==> src/rtl/tbid_map.svh <==
`ifndef TBID_MAP_SVH
`define TBID_MAP_SVH
`define TBID_W          12
`define TBID_OP_HI      11
`define TBID_OP_LO      9
`define TBID_EXT_HI     8
`define TBID_EXT_LO     0
`define TBID_SEL_HI     8
`define TBID_SEL_LO     3
`define TBID_P4_BIT     2
`define TBID_P2_BIT     1
`define TBID_P1_BIT     0
`define TBID_MSB        11
`define TBID_ONE        12'h001
`define TBID_TWO        12'h002
`define TBID_ZERO       12'h000
`define TBID_CLK_NS     100
`define TBID_CYC_NS     1500
`define TBID_MRI_NS     3000
`define TBID_AUG_CYC    ((`TBID_CYC_NS + `TBID_CLK_NS - 1) / `TBID_CLK_NS)
`define TBID_MRI_CYC    ((`TBID_MRI_NS + `TBID_CLK_NS - 1) / `TBID_CLK_NS)
`define TBID_CNT_W      6
`endif

==> src/rtl/tbid_pkg.sv <==
`default_nettype none
package tbid_pkg;
  typedef enum logic [2:0] {
    TBID_OP_AND, TBID_OP_ADD, TBID_OP_ISZ_, TBID_OP_DEP, TBID_OP_CALL, TBID_OP_JUMP,
    TBID_OP_IO, TBID_OP_OPR
  } tbid_op_t;
  typedef enum logic [1:0] {TBID_IDLE, TBID_EXEC, TBID_DONE} tbid_state_t;
endpackage
`default_nettype wire

==> src/rtl/tbid_decode.sv <==
`timescale 1ns/100ps
`default_nettype none
`include "tbid_map.svh"
// Summary of operation
// RULE1 - Opcode is the top three bits
// RULE2 - Codes zero to five reference memory
// RULE3 - Code six I/O, seven operate
// RULE4 - Low nine bits extend augmented opcodes
// RULE5 - Augmented instructions take one 1.5us cycle
// RULE6 - I/O select is instruction bits 3-8
// RULE7 - Bits 9,10,11 enable pulses 4,2,1
// RULE8 - AND operand into working register
// RULE9 - Add operand, carry inverts link
// RULE10 - Increment operand, skip if zero
// RULE11 - Deposit working register then clear it
// RULE12 - Store PC at Y, continue Y+1
// RULE13 - Jump loads target into PC
// RULE14 - PC increments per fetch, skip adds one
// RULE15 - Target address comes from outside stage
module tbid_decode
  import tbid_pkg::*;
(
  // Clock and reset
  input  wire logic              clock,
  input  wire logic              rst,
  input  wire logic              clk_en,
  // Instruction issue
  input  wire logic              start,
  input  wire logic [11:0]       instr,
  input  wire logic [11:0]       target_addr,
  input  wire logic [11:0]       mem_rdata,
  // Results
  output logic                   busy_ff,
  output logic                   done_ff,
  output logic [11:0]            working_register_ff,
  output logic                   link_ff,
  output logic [11:0]            pc_ff,
  output logic                   mem_we_ff,
  output logic [11:0]            mem_addr_ff,
  output logic [11:0]            mem_wdata_ff,
  // Decode outputs
  output logic [2:0]             opcode_ff,
  output logic                   mem_ref_ff,
  output logic                   io_transfer_class_ff,
  output logic                   operate_class_ff,
  output logic [8:0]             op_ext_ff,
  output logic [5:0]             dev_sel_ff,
  output logic                   pulse4_en_ff,
  output logic                   pulse2_en_ff,
  output logic                   pulse1_en_ff
);
  tbid_state_t            state_ff;
  logic [`TBID_CNT_W-1:0] cnt_ff;

  // Instruction field decode
  wire [2:0]  op_w     = instr[`TBID_OP_HI:`TBID_OP_LO]; // RULE1
  wire        is_mem   = (op_w <= 3'(TBID_OP_JUMP)); // RULE2
  wire        is_io    = (op_w == 3'(TBID_OP_IO)); // RULE3
  wire        is_opr   = (op_w == 3'(TBID_OP_OPR)); // RULE3
  wire [8:0]  ext_w    = instr[`TBID_EXT_HI:`TBID_EXT_LO]; // RULE4
  wire [5:0]  sel_w    = instr[`TBID_SEL_HI:`TBID_SEL_LO]; // RULE6
  // Operation datapath
  wire [12:0] sum_w    = {1'b0, working_register_ff} + {1'b0, mem_rdata}; // RULE9
  wire [11:0] inc_w    = mem_rdata + `TBID_ONE; // RULE10
  wire        inc_zero = (inc_w == `TBID_ZERO); // RULE10
  wire [11:0] pc_next  = pc_ff + `TBID_ONE; // RULE14
  wire [11:0] pc_skip  = pc_ff + `TBID_TWO; // RULE14
  wire [11:0] ret_w    = pc_ff; // RULE12
  wire [11:0] call_pc  = target_addr + `TBID_ONE; // RULE12
  // Jump takes one cycle; the rest of memory references need two
  wire [`TBID_CNT_W-1:0] len_w =
    (is_io || is_opr || op_w == 3'(TBID_OP_JUMP)) ? `TBID_CNT_W'(`TBID_AUG_CYC) // RULE5 RULE13
                                                    : `TBID_CNT_W'(`TBID_MRI_CYC);
  wire        go_w     = clk_en && (state_ff == TBID_IDLE) && start;
  wire        last_w   = (cnt_ff == `TBID_CNT_W'(1));

  always_ff @(posedge clock or posedge rst) begin
    if (rst) begin
      state_ff             <= TBID_IDLE;
      cnt_ff               <= '0;
      busy_ff              <= 1'b0;
      done_ff              <= 1'b0;
      opcode_ff            <= 3'h0;
      mem_ref_ff           <= 1'b0;
      io_transfer_class_ff <= 1'b0;
      operate_class_ff     <= 1'b0;
      op_ext_ff            <= 9'h000;
      dev_sel_ff           <= 6'h00;
      pulse4_en_ff         <= 1'b0;
      pulse2_en_ff         <= 1'b0;
      pulse1_en_ff         <= 1'b0;
    end else if (clk_en) begin
      done_ff <= 1'b0;
      case (state_ff)
        TBID_IDLE: begin
          if (go_w) begin
            state_ff             <= TBID_EXEC;
            cnt_ff               <= len_w;
            busy_ff              <= 1'b1;
            opcode_ff            <= op_w; // RULE1
            mem_ref_ff           <= is_mem; // RULE2
            io_transfer_class_ff <= is_io; // RULE3
            operate_class_ff     <= is_opr; // RULE3
            op_ext_ff            <= (is_io || is_opr) ? ext_w : 9'h000; // RULE4
            dev_sel_ff           <= is_io ? sel_w : 6'h00; // RULE6
            pulse4_en_ff         <= is_io & instr[`TBID_P4_BIT]; // RULE7
            pulse2_en_ff         <= is_io & instr[`TBID_P2_BIT]; // RULE7
            pulse1_en_ff         <= is_io & instr[`TBID_P1_BIT]; // RULE7
          end
        end
        TBID_EXEC: begin
          cnt_ff <= cnt_ff - `TBID_CNT_W'(1);
          if (last_w) begin
            state_ff     <= TBID_DONE;
            busy_ff      <= 1'b0;
            done_ff      <= 1'b1;
            pulse4_en_ff <= 1'b0;
            pulse2_en_ff <= 1'b0;
            pulse1_en_ff <= 1'b0;
          end
        end
        TBID_DONE: state_ff <= TBID_IDLE;
        default:   state_ff <= TBID_IDLE;
      endcase
    end
  end

  // Architectural state updates at the start of execution; operand must be stable with start
  always_ff @(posedge clock or posedge rst) begin
    if (rst) begin
      working_register_ff <= 12'h000;
      link_ff             <= 1'b0;
      pc_ff               <= 12'h000;
      mem_we_ff           <= 1'b0;
      mem_addr_ff         <= 12'h000;
      mem_wdata_ff        <= 12'h000;
    end else if (clk_en) begin
      mem_we_ff <= 1'b0;
      if (go_w) begin
        mem_addr_ff <= target_addr; // RULE15
        pc_ff       <= pc_next; // RULE14
        case (tbid_op_t'(op_w))
          TBID_OP_AND: working_register_ff <= working_register_ff & mem_rdata; // RULE8
          TBID_OP_ADD: begin
            working_register_ff <= sum_w[`TBID_MSB:0]; // RULE9
            link_ff             <= link_ff ^ sum_w[`TBID_W]; // RULE9
          end
          TBID_OP_ISZ_: begin
            mem_we_ff    <= 1'b1; // RULE10
            mem_wdata_ff <= inc_w; // RULE10
            if (inc_zero) begin
              pc_ff <= pc_skip; // RULE10 RULE14
            end
          end
          TBID_OP_DEP: begin
            mem_we_ff           <= 1'b1; // RULE11
            mem_wdata_ff        <= working_register_ff; // RULE11
            working_register_ff <= `TBID_ZERO; // RULE11
          end
          TBID_OP_CALL: begin
            mem_we_ff    <= 1'b1; // RULE12
            mem_wdata_ff <= pc_next; // RULE12
            pc_ff        <= call_pc; // RULE12
          end
          TBID_OP_JUMP: pc_ff <= target_addr; // RULE13
          default: mem_addr_ff <= ret_w;
        endcase
      end
    end
  end
endmodule
`default_nettype wire

==> config.mk <==
export PLATFORM = sky130hd
export DESIGN_NAME = tbid_decode
export DESIGN_NICKNAME = d
export VERILOG_FILES = /design/src/rtl/tbid_pkg.sv /design/src/rtl/tbid_decode.sv
export VERILOG_INCLUDE_DIRS = /design/src /design/src/rtl
export SDC_FILE = /design/constraint.sdc
export NUM_CORES = 1
export LEC_CHECK = 0
export ABC_AREA = 1
export BUFFER_PORTS_ARGS = -buffer_cell sky130_fd_sc_hd__clkbuf_2
export CAP_MARGIN = 10
export CORE_MARGIN = 10
export CORE_UTILIZATION = 55
export CTS_CLUSTER_DIAMETER = 120
export DETAILED_ROUTE_END_ITERATION = 6
export PLACE_DENSITY = 0.87
export SYNTH_ARGS = -nofsm -noshare
export SYNTH_HDL_FRONTEND = slang
export SYNTH_SLANG_ARGS = --single-unit
==> constraint.sdc <==
create_clock -name clock -period 3.65 [get_ports clock]
set_input_delay 0.73 -clock clock [delete_from_list [all_inputs] [get_ports clock]]
set_output_delay 0.73 -clock clock [all_outputs]
set_load 0.005 [all_outputs]
==> results of run 1 <==
## cell type report
| class | count | area (um2) | area share (%) |
|---|---|---|---|
| Inverter | 90 | 339 | 5.23 |
| Clock inverter | 7 | 76.3 | 1.18 |
| Multi-Input combinational cell | 605 | 3040 | 46.8 |
| Timing Repair Buffer | 122 | 641 | 9.87 |
| Sequential cell | 84 | 2100 | 32.4 |
| Tap cell | 133 | 166 | 2.57 |
| Clock buffer | 9 | 124 | 1.91 |
## power by group through the flow
stage	Sequential, uW	Clock [uW]	Combinational, uW
final	1680	670	1770
after floorplan	1540	0	1150
after detailed placement	1680	0	1770
after global placement	1670	0	1730
after global routing	1720	728	2020
after CTS	1670	685	1770
## stage by stage
stage / setup WS [ns] / instance area [um2]
2_1_floorplan: 0.755 / 5620
3_3_place_gp: 0.886 / 6290
3_5_place_dp: 0.876 / 6290
4_1_cts: 1.25 / 6490
5_1_grt: 1.03 / 6490
6_report: 1.18 / 6490
## critical path, delay by kind of cell
kind,cells,cell delay [ns]
AND/OR/NAND/NOR,3,0.50
buffers and inverters,5,1.05
AO/OA/AOI/OAI,2,0.39
## placed cells by master, fill, tap and decap left out, drive strengths merged, types with 5 or more instances in the layout
cell    instances
o21ai          63
a22oi           7
inv            93
nor2           82
nor3            8
or2             9
nand4          10
xor2           11
clkbuf        124
ha             18
a21oi          76
buf             7
nand2         203
nand3          84
a31oi           5
dfrtp          84
## logic make-up after synthesis
family / share of synthesized area [%]
and+or+nand+nor: 30.3
AOI/OAI and AO/OA: 17.2
buffers and inverters: 8.46
DFF: 37.4
adders and majority gates: 4.37
xor gates and xnor gates: 2.34
## how the worst max path moves through the flow
stage                                             end  slack (ns)  depth (start not counted)
after CTS                 mem_wdata_ff[1]$_DFFE_PP0P_        1.25                         10
after floorplan                   busy_ff$_DFFE_PP0P_        0.75                          1
after global routing      mem_wdata_ff[0]$_DFFE_PP0P_        1.03                         10
after global placement    mem_wdata_ff[1]$_DFFE_PP0P_        0.89                         10
after detailed placement  mem_wdata_ff[1]$_DFFE_PP0P_        0.88                         10
final                     mem_wdata_ff[1]$_DFFE_PP0P_        1.18                         10
## synthesized netlist by cell type, types with 2 or more instances
| cell | count | share of area [%] |
|---|---|---|
| o211ai_1 | 2 | 0.27 |
| xor2_1 | 11 | 1.7 |
| a22oi_1 | 7 | 0.94 |
| a21oi_1 | 76 | 6.8 |
| or2_2 | 9 | 1.0 |
| buf_2 | 7 | 0.62 |
| inv_2 | 2 | 0.13 |
| a31oi_1 | 5 | 0.56 |
| buf_4 | 2 | 0.27 |
| nand2_1 | 202 | 13 |
| nor2_1 | 74 | 4.9 |
| inv_1 | 88 | 5.9 |
| nand4_1 | 10 | 1.1 |
| o22a_1 | 3 | 0.47 |
| nor2_4 | 2 | 0.40 |
| nand3_1 | 83 | 7.4 |
| dfrtp_1 | 84 | 37 |
| clkbuf_1 | 18 | 1.2 |
| ha_1 | 18 | 4.0 |
| o21ai_0 | 62 | 5.5 |
| xnor2_1 | 4 | 0.62 |
| o22ai_1 | 3 | 0.33 |
| nor2_2 | 6 | 0.67 |
| a21o_1 | 3 | 0.40 |
| a221oi_1 | 3 | 0.47 |
| nor3_1 | 7 | 0.62 |
| o21a_1 | 2 | 0.27 |
## state kept, by name, summed over array words and instances (netlist names)
register	count
operate_class_ff	1
mem_wdata_ff	12
opcode_ff	3
state_ff	2
link_ff	1
pc_ff	12
pulse2_en_ff	1
dev_sel_ff	6
io_transfer_class_ff	1
cnt_ff	6
working_register_ff	12
busy_ff	1
mem_addr_ff	12
op_ext_ff	9
mem_ref_ff	1
pulse4_en_ff	1
pulse1_en_ff	1
mem_we_ff	1
done_ff	1
## metal layers
metal / track usage (%) / vias up
met5: 0 / -
met4: 6.49 / 0
met3: 6.75 / 31
met1: 29.8 / 2766
met2: 37.9 / 285
li1: - / 2886
==> flow_metrics.py, run 1 <==
metrics = {
    "yosys": {
        "netlist_area_um2": 5620,
        "synth_edf_count": 0,
        "yosys.cell_types.count": 43,
        "netlist_instances": 809,
        "synth-seq-cells": 84,
        "syn_area_per_cell_um2": 6.94,
        "synth-seq-area-share_pct": 37.4,
        "yosys_warnings": 0,
        "syn_nets": 868,
        "ys.flop_type": "dfrtp_1",
        "async_flop_share_pct": 100,
    },
    "cts": {
        "cts-buffers-inserted": 9,
        "path_clk_slew_ns": 0.10,
        "cts_resized": 0,
        "cts_tree": "done",
        "cts_buffer_depth": 2,
        "clock-sinks": 84,
        "h-tree-depth": 3,
        "clk_latency_ns": 0.37,
        "root_buffer": "clkbuf_8",
        "ctsHoldBuffers": 0,
        "postCtsSetupBuffers": 0,
    },
    "outcome": {
        "outcome": "finished, final reports clean",
    },
    "pwr": {
        "power.switching_uw": 1840,
        "vdd_ir_drop_max_mv": 0.324,
        "p_leak_uw": 0.00336,
        "internal-power_uw": 2280,
        "seq_power_share_pct": 40.8,
        "p_per_area_nw_per_um2": 634,
        "clkPwrFrac_pct": 16.3,
        "netSwitchingFraction_pct": 44.6,
        "p_comb_share_pct": 42.9,
        "finalPower_uw": 4120,
    },
    "sta": {
        "max_freq_mhz": 405,
        "maxSlewViolCount": 0,
        "finalCritPeriodShare_pct": 67.7,
        "finalSetupViolCount": 0,
        "finalSetupTns_ns": 0,
        "finalHoldViolCount": 0,
        "rsz0062_at_grt": "no",
        "whs_ns": 0.421,
        "finalCriticalPeriod_ns": 2.47,
        "maxSlewHeadroom_pct": 51.0,
        "finalClockSkew_ns": 0.0144,
        "tightest_slew_ns": 0.732,
    },
    "critical_path": {
        "critPathKind": "input port to flip-flop",
        "cp.arrival_ns": 2.70,
        "crit_chain": "clkbuf_2 -> inv_1 -> nand2_1 -> nor2_1 -> buf_4 -> inv_1 -> nand2_1 -> inv_1 -> a221oi_1 -> o21ai_0",
        "crit_start": "instr[10]",
        "ff2ff_path_depth": 11,
        "critPathRequiredTime_ns": 3.88,
        "max_stage_delay_ns": 0.29,
        "critPathCaptureType": "flip-flop",
        "r2r_setup_slack_ns": 1.49,
        "startpoint_type": "input port",
        "cpMaxStageDelayCell": "nand2_1",
        "critPathMostFrequentCell": "inv_1",
        "r2r_end": "mem_wdata_ff[10]$_DFFE_PP0P_",
        "crit_fanout": 18,
        "r2r_start": "state_ff[1]$_DFFE_PP0P_",
    },
    "die": {
        "ioPinCount": 116,
        "core_um2": 9860,
        "fp.dieArea_um2": 14700,
        "die_h_um": 121,
        "die_width_um": 121,
        "num_rows": 36,
        "start_util_pct": 56.9,
    },
    "global_route": {
        "grtUsageTotal_pct": 23.4,
        "grt_max_degree": 85,
        "antenna_found_initial": 0,
        "grt_overflow_total": 0,
        "grt_pass1_wl_mm": 28.6,
        "grt_pass1_vias": 5844,
    },
    "drt": {
        "ant_nets": 0,
        "wl_met2_mm": 8.07,
        "met3WireLength_mm": 1.67,
        "drt_iter0_markers": 626,
        "via_per_inst": 5.68,
        "drcViolationCount": 0,
        "avgRoutedWirePerCell_um": 16.3,
        "highest_layer": "met4",
        "met1_length_mm": 7.09,
        "dr.pass1.iters": 5,
        "via_count": 5968,
        "wirelength_mm": 17.1,
    },
    "place": {
        "dp.cells": 1034,
        "post-dp-hpwl_mm": 13.1,
        "gp_congestion": 0.947,
        "numPortBuffers": 115,
    },
    "finish": {
        "num_antenna_cells": 0,
        "syn_to_final_growth_pct": 15.5,
        "layoutNonFillerInstCount": 1050,
        "drive_gt1_share_pct": 17.7,
        "fin_util_pct": 65.8,
        "fillers": 864,
        "nets": 971,
    },
    "hold_path": {
        "hp-class": "input port to async pin",
    },
    "job": {
        "drv_cap": 0,
    },
}
Power figures use the tool's default switching activity.
==> inputs of run 2 (changes only) <==
Settings changed: ABC_AREA 1 to 0.
Clock period 3.65 ns to 2.5 ns, I/O delays scaled along.
==> flow_metrics.py, run 2 <==
metrics = {
    "outcome": {
        "outcome": "finished, final reports clean",
    },
    "drt": {
        "drcViolationCount": 0,
        "wirelength_mm": 17.3,
        "drt_iter0_markers": 900,
        "dr.pass1.iters": 6,
        "via_count": 5753,
        "avgRoutedWirePerCell_um": 18.4,
        "ant_nets": 0,
        "via_per_inst": 6.13,
    },
    "sta": {
        "finalCriticalPeriod_ns": 2.34,
        "maxSlewHeadroom_pct": 61.5,
        "maxSlewViolCount": 0,
        "finalClockSkew_ns": 0.0110,
        "whs_ns": 0.0232,
        "finalHoldViolCount": 0,
        "tightest_slew_ns": 0.573,
        "finalSetupViolCount": 0,
        "max_freq_mhz": 427,
        "rsz0062_at_grt": "no",
        "finalCritPeriodShare_pct": 93.7,
    },
    "critical_path": {
        "critPathCaptureType": "flip-flop",
        "startpoint_type": "flip-flop",
        "cpMaxStageDelayCell": "fa_1",
        "crit_chain": "ha_1 -> fa_1 -> a21oi_2 -> o2111ai_1 -> a41oi_2 -> nor2b_1 -> o21a_1 -> o211ai_1 -> xnor2_1",
        "critPathKind": "flip-flop to flip-flop",
        "max_stage_delay_ns": 0.42,
        "crit_fanout": 3,
        "cp.arrival_ns": 2.63,
        "critPathRequiredTime_ns": 2.79,
    },
    "die": {
        "ioPinCount": 116,
        "fp.dieArea_um2": 14400,
        "die_h_um": 120,
        "num_rows": 36,
        "die_width_um": 120,
        "core_um2": 9730,
        "start_util_pct": 56.4,
    },
    "yosys": {
        "ys.flop_type": "dfrtp_1",
        "synth_area_leaders": "dfrtp_1 38%, nand2_1 7.2%, nor2_1 4.4%",
        "synth-seq-area-share_pct": 38.3,
        "netlist_area_um2": 5490,
        "yosysMostFrequentCell": "nand2_1",
        "syn_nets": 717,
        "syn_area_per_cell_um2": 8.35,
        "yosys_warnings": 0,
        "synth_area_leader_cell": "dfrtp_1",
        "synthDominantCellAreaShare_pct": 38.3,
        "async_flop_share_pct": 100,
        "netlist_instances": 658,
        "synth_commonest_cells": "105 x nand2_1, 84 x dfrtp_1, 64 x nor2_1",
        "yosys.cell_types.count": 70,
        "synth_edf_count": 0,
        "synth-seq-cells": 84,
    },
    "pwr": {
        "vdd_ir_drop_max_mv": 0.535,
        "p_leak_uw": 0.00320,
        "p_per_area_nw_per_um2": 926,
    },
    "cts": {
        "path_clk_slew_ns": 0.10,
        "root_buffer": "clkbuf_8",
        "clk_latency_ns": 0.37,
        "cts_tree": "done",
        "cts-buffers-inserted": 9,
        "h-tree-depth": 3,
        "clock-sinks": 84,
        "postCtsSetupBuffers": 0,
        "cts_buffer_depth": 2,
    },
    "global_route": {
        "grt_pass1_wl_mm": 28.2,
        "grtUsageTotal_pct": 23.5,
        "grt_max_degree": 39,
        "grt_overflow_total": 0,
        "antenna_found_initial": 0,
        "grt_pass1_vias": 5660,
    },
    "finish": {
        "final_common_cell": "clkbuf_2",
        "fin_util_pct": 69.2,
        "drive_gt1_share_pct": 26.8,
        "layout_common_cells": "115 x clkbuf_2, 105 x nand2_1, 84 x dfrtp_1",
        "num_antenna_cells": 0,
        "nets": 860,
        "syn_to_final_growth_pct": 22.6,
    },
    "job": {
        "drv_cap": 0,
    },
    "place": {
        "numPortBuffers": 115,
        "gp_congestion": 0.948,
        "post-dp-hpwl_mm": 13.3,
    },
    "hold_path": {
        "hp-class": "input port to async pin",
    },
}
## run 2: repair_timing
action | CTS | global route
hold buffers | 0 | 0
endpoints found under the setup margin | 0 | 2
gates resized for setup | 0 | 2
## run 2: worst max-delay path: cells and delay by family (launching register included)
| kind | cells | cell delay [ns] |
|---|---|---|
| xor gates and xnor gates | 1 | 0.15 |
| and+or+nand+nor | 1 | 0.07 |
| AOI/OAI and AO/OA | 5 | 1.00 |
| adders and majority gates | 2 | 0.63 |
| DFF | 1 | 0.41 |
## run 2: layout make-up
type | instances | area [um2]
tap | 133 | 166
timing repair buffer | 175 | 1050
multi-input combinational | 516 | 3160
clock inverter | 6 | 53.8
sequential | 84 | 2100
fill | 808 | 3000
clock buffer | 10 | 138
inverter | 15 | 60.1
## run 2: where the power goes
part / switching (uW) / internal, uW / total, uW / leakage [uW]
combinational: 1510 / 1320 / 2830 / 0.00204
clock: 576 / 407 / 982 / 0.0000954
sequential: 542 / 1880 / 2430 / 0.00107
## run 2: cells by family after synthesis
kind of cell	count (synthesis)	synth area share, %
simple gates	270	23.3
compound gates	179	21.8
flops	84	38.3
buf+inv	58	4.35
xor+xnor	41	6.54
fa+ha+maj	19	4.47
mux	7	1.32
## run 2: metal layers
| layer | global-route usage, % | share of wire (%) |
|---|---|---|
| met3 | 4.08 | 8.6 |
| met1 | 30.0 | 41 |
| met4 | 8.45 | 2.8 |
| met5 | 0 | 0 |
| met2 | 39.0 | 48 |
## run 2: worst paths after layout
check                                                   start                           to  slack (ns)  depth (start not counted)
max in group asynchronous                                 rst     pulse2_en_ff$_DFFE_PP0P_        1.98                          3
setup reg to reg           working_register_ff[0]$_DFFE_PP0P_          link_ff$_DFFE_PP0P_        0.16                          9
hold / removal                                            rst  mem_wdata_ff[1]$_DFFE_PP0P_        0.02                          2
min in group clock                                   instr[8]     op_ext_ff[8]$_DFFE_PP0P_        0.36                          3
setup / recovery           working_register_ff[0]$_DFFE_PP0P_          link_ff$_DFFE_PP0P_        0.16                          9
hold reg to reg                      op_ext_ff[0]$_DFFE_PP0P_     op_ext_ff[0]$_DFFE_PP0P_        0.48                          2
## run 2: per-stage QoR
stage / setup slack, ns / TNS (ns) / power, uW / instance area [um2] / cells
after CTS: 0.101 / 0 / 6210 / 6720 / 939
final: 0.158 / 0 / 6240 / 6730 / 939
after detailed placement: -0.146 / -1.32 / 5230 / 6530 / 923
after global routing: 0.00511 / 0 / 6680 / 6730 / 939
after floorplan: 0.105 / 0 / 3960 / 5500 / 658
after global placement: -0.108 / -0.339 / 5100 / 6530 / 923
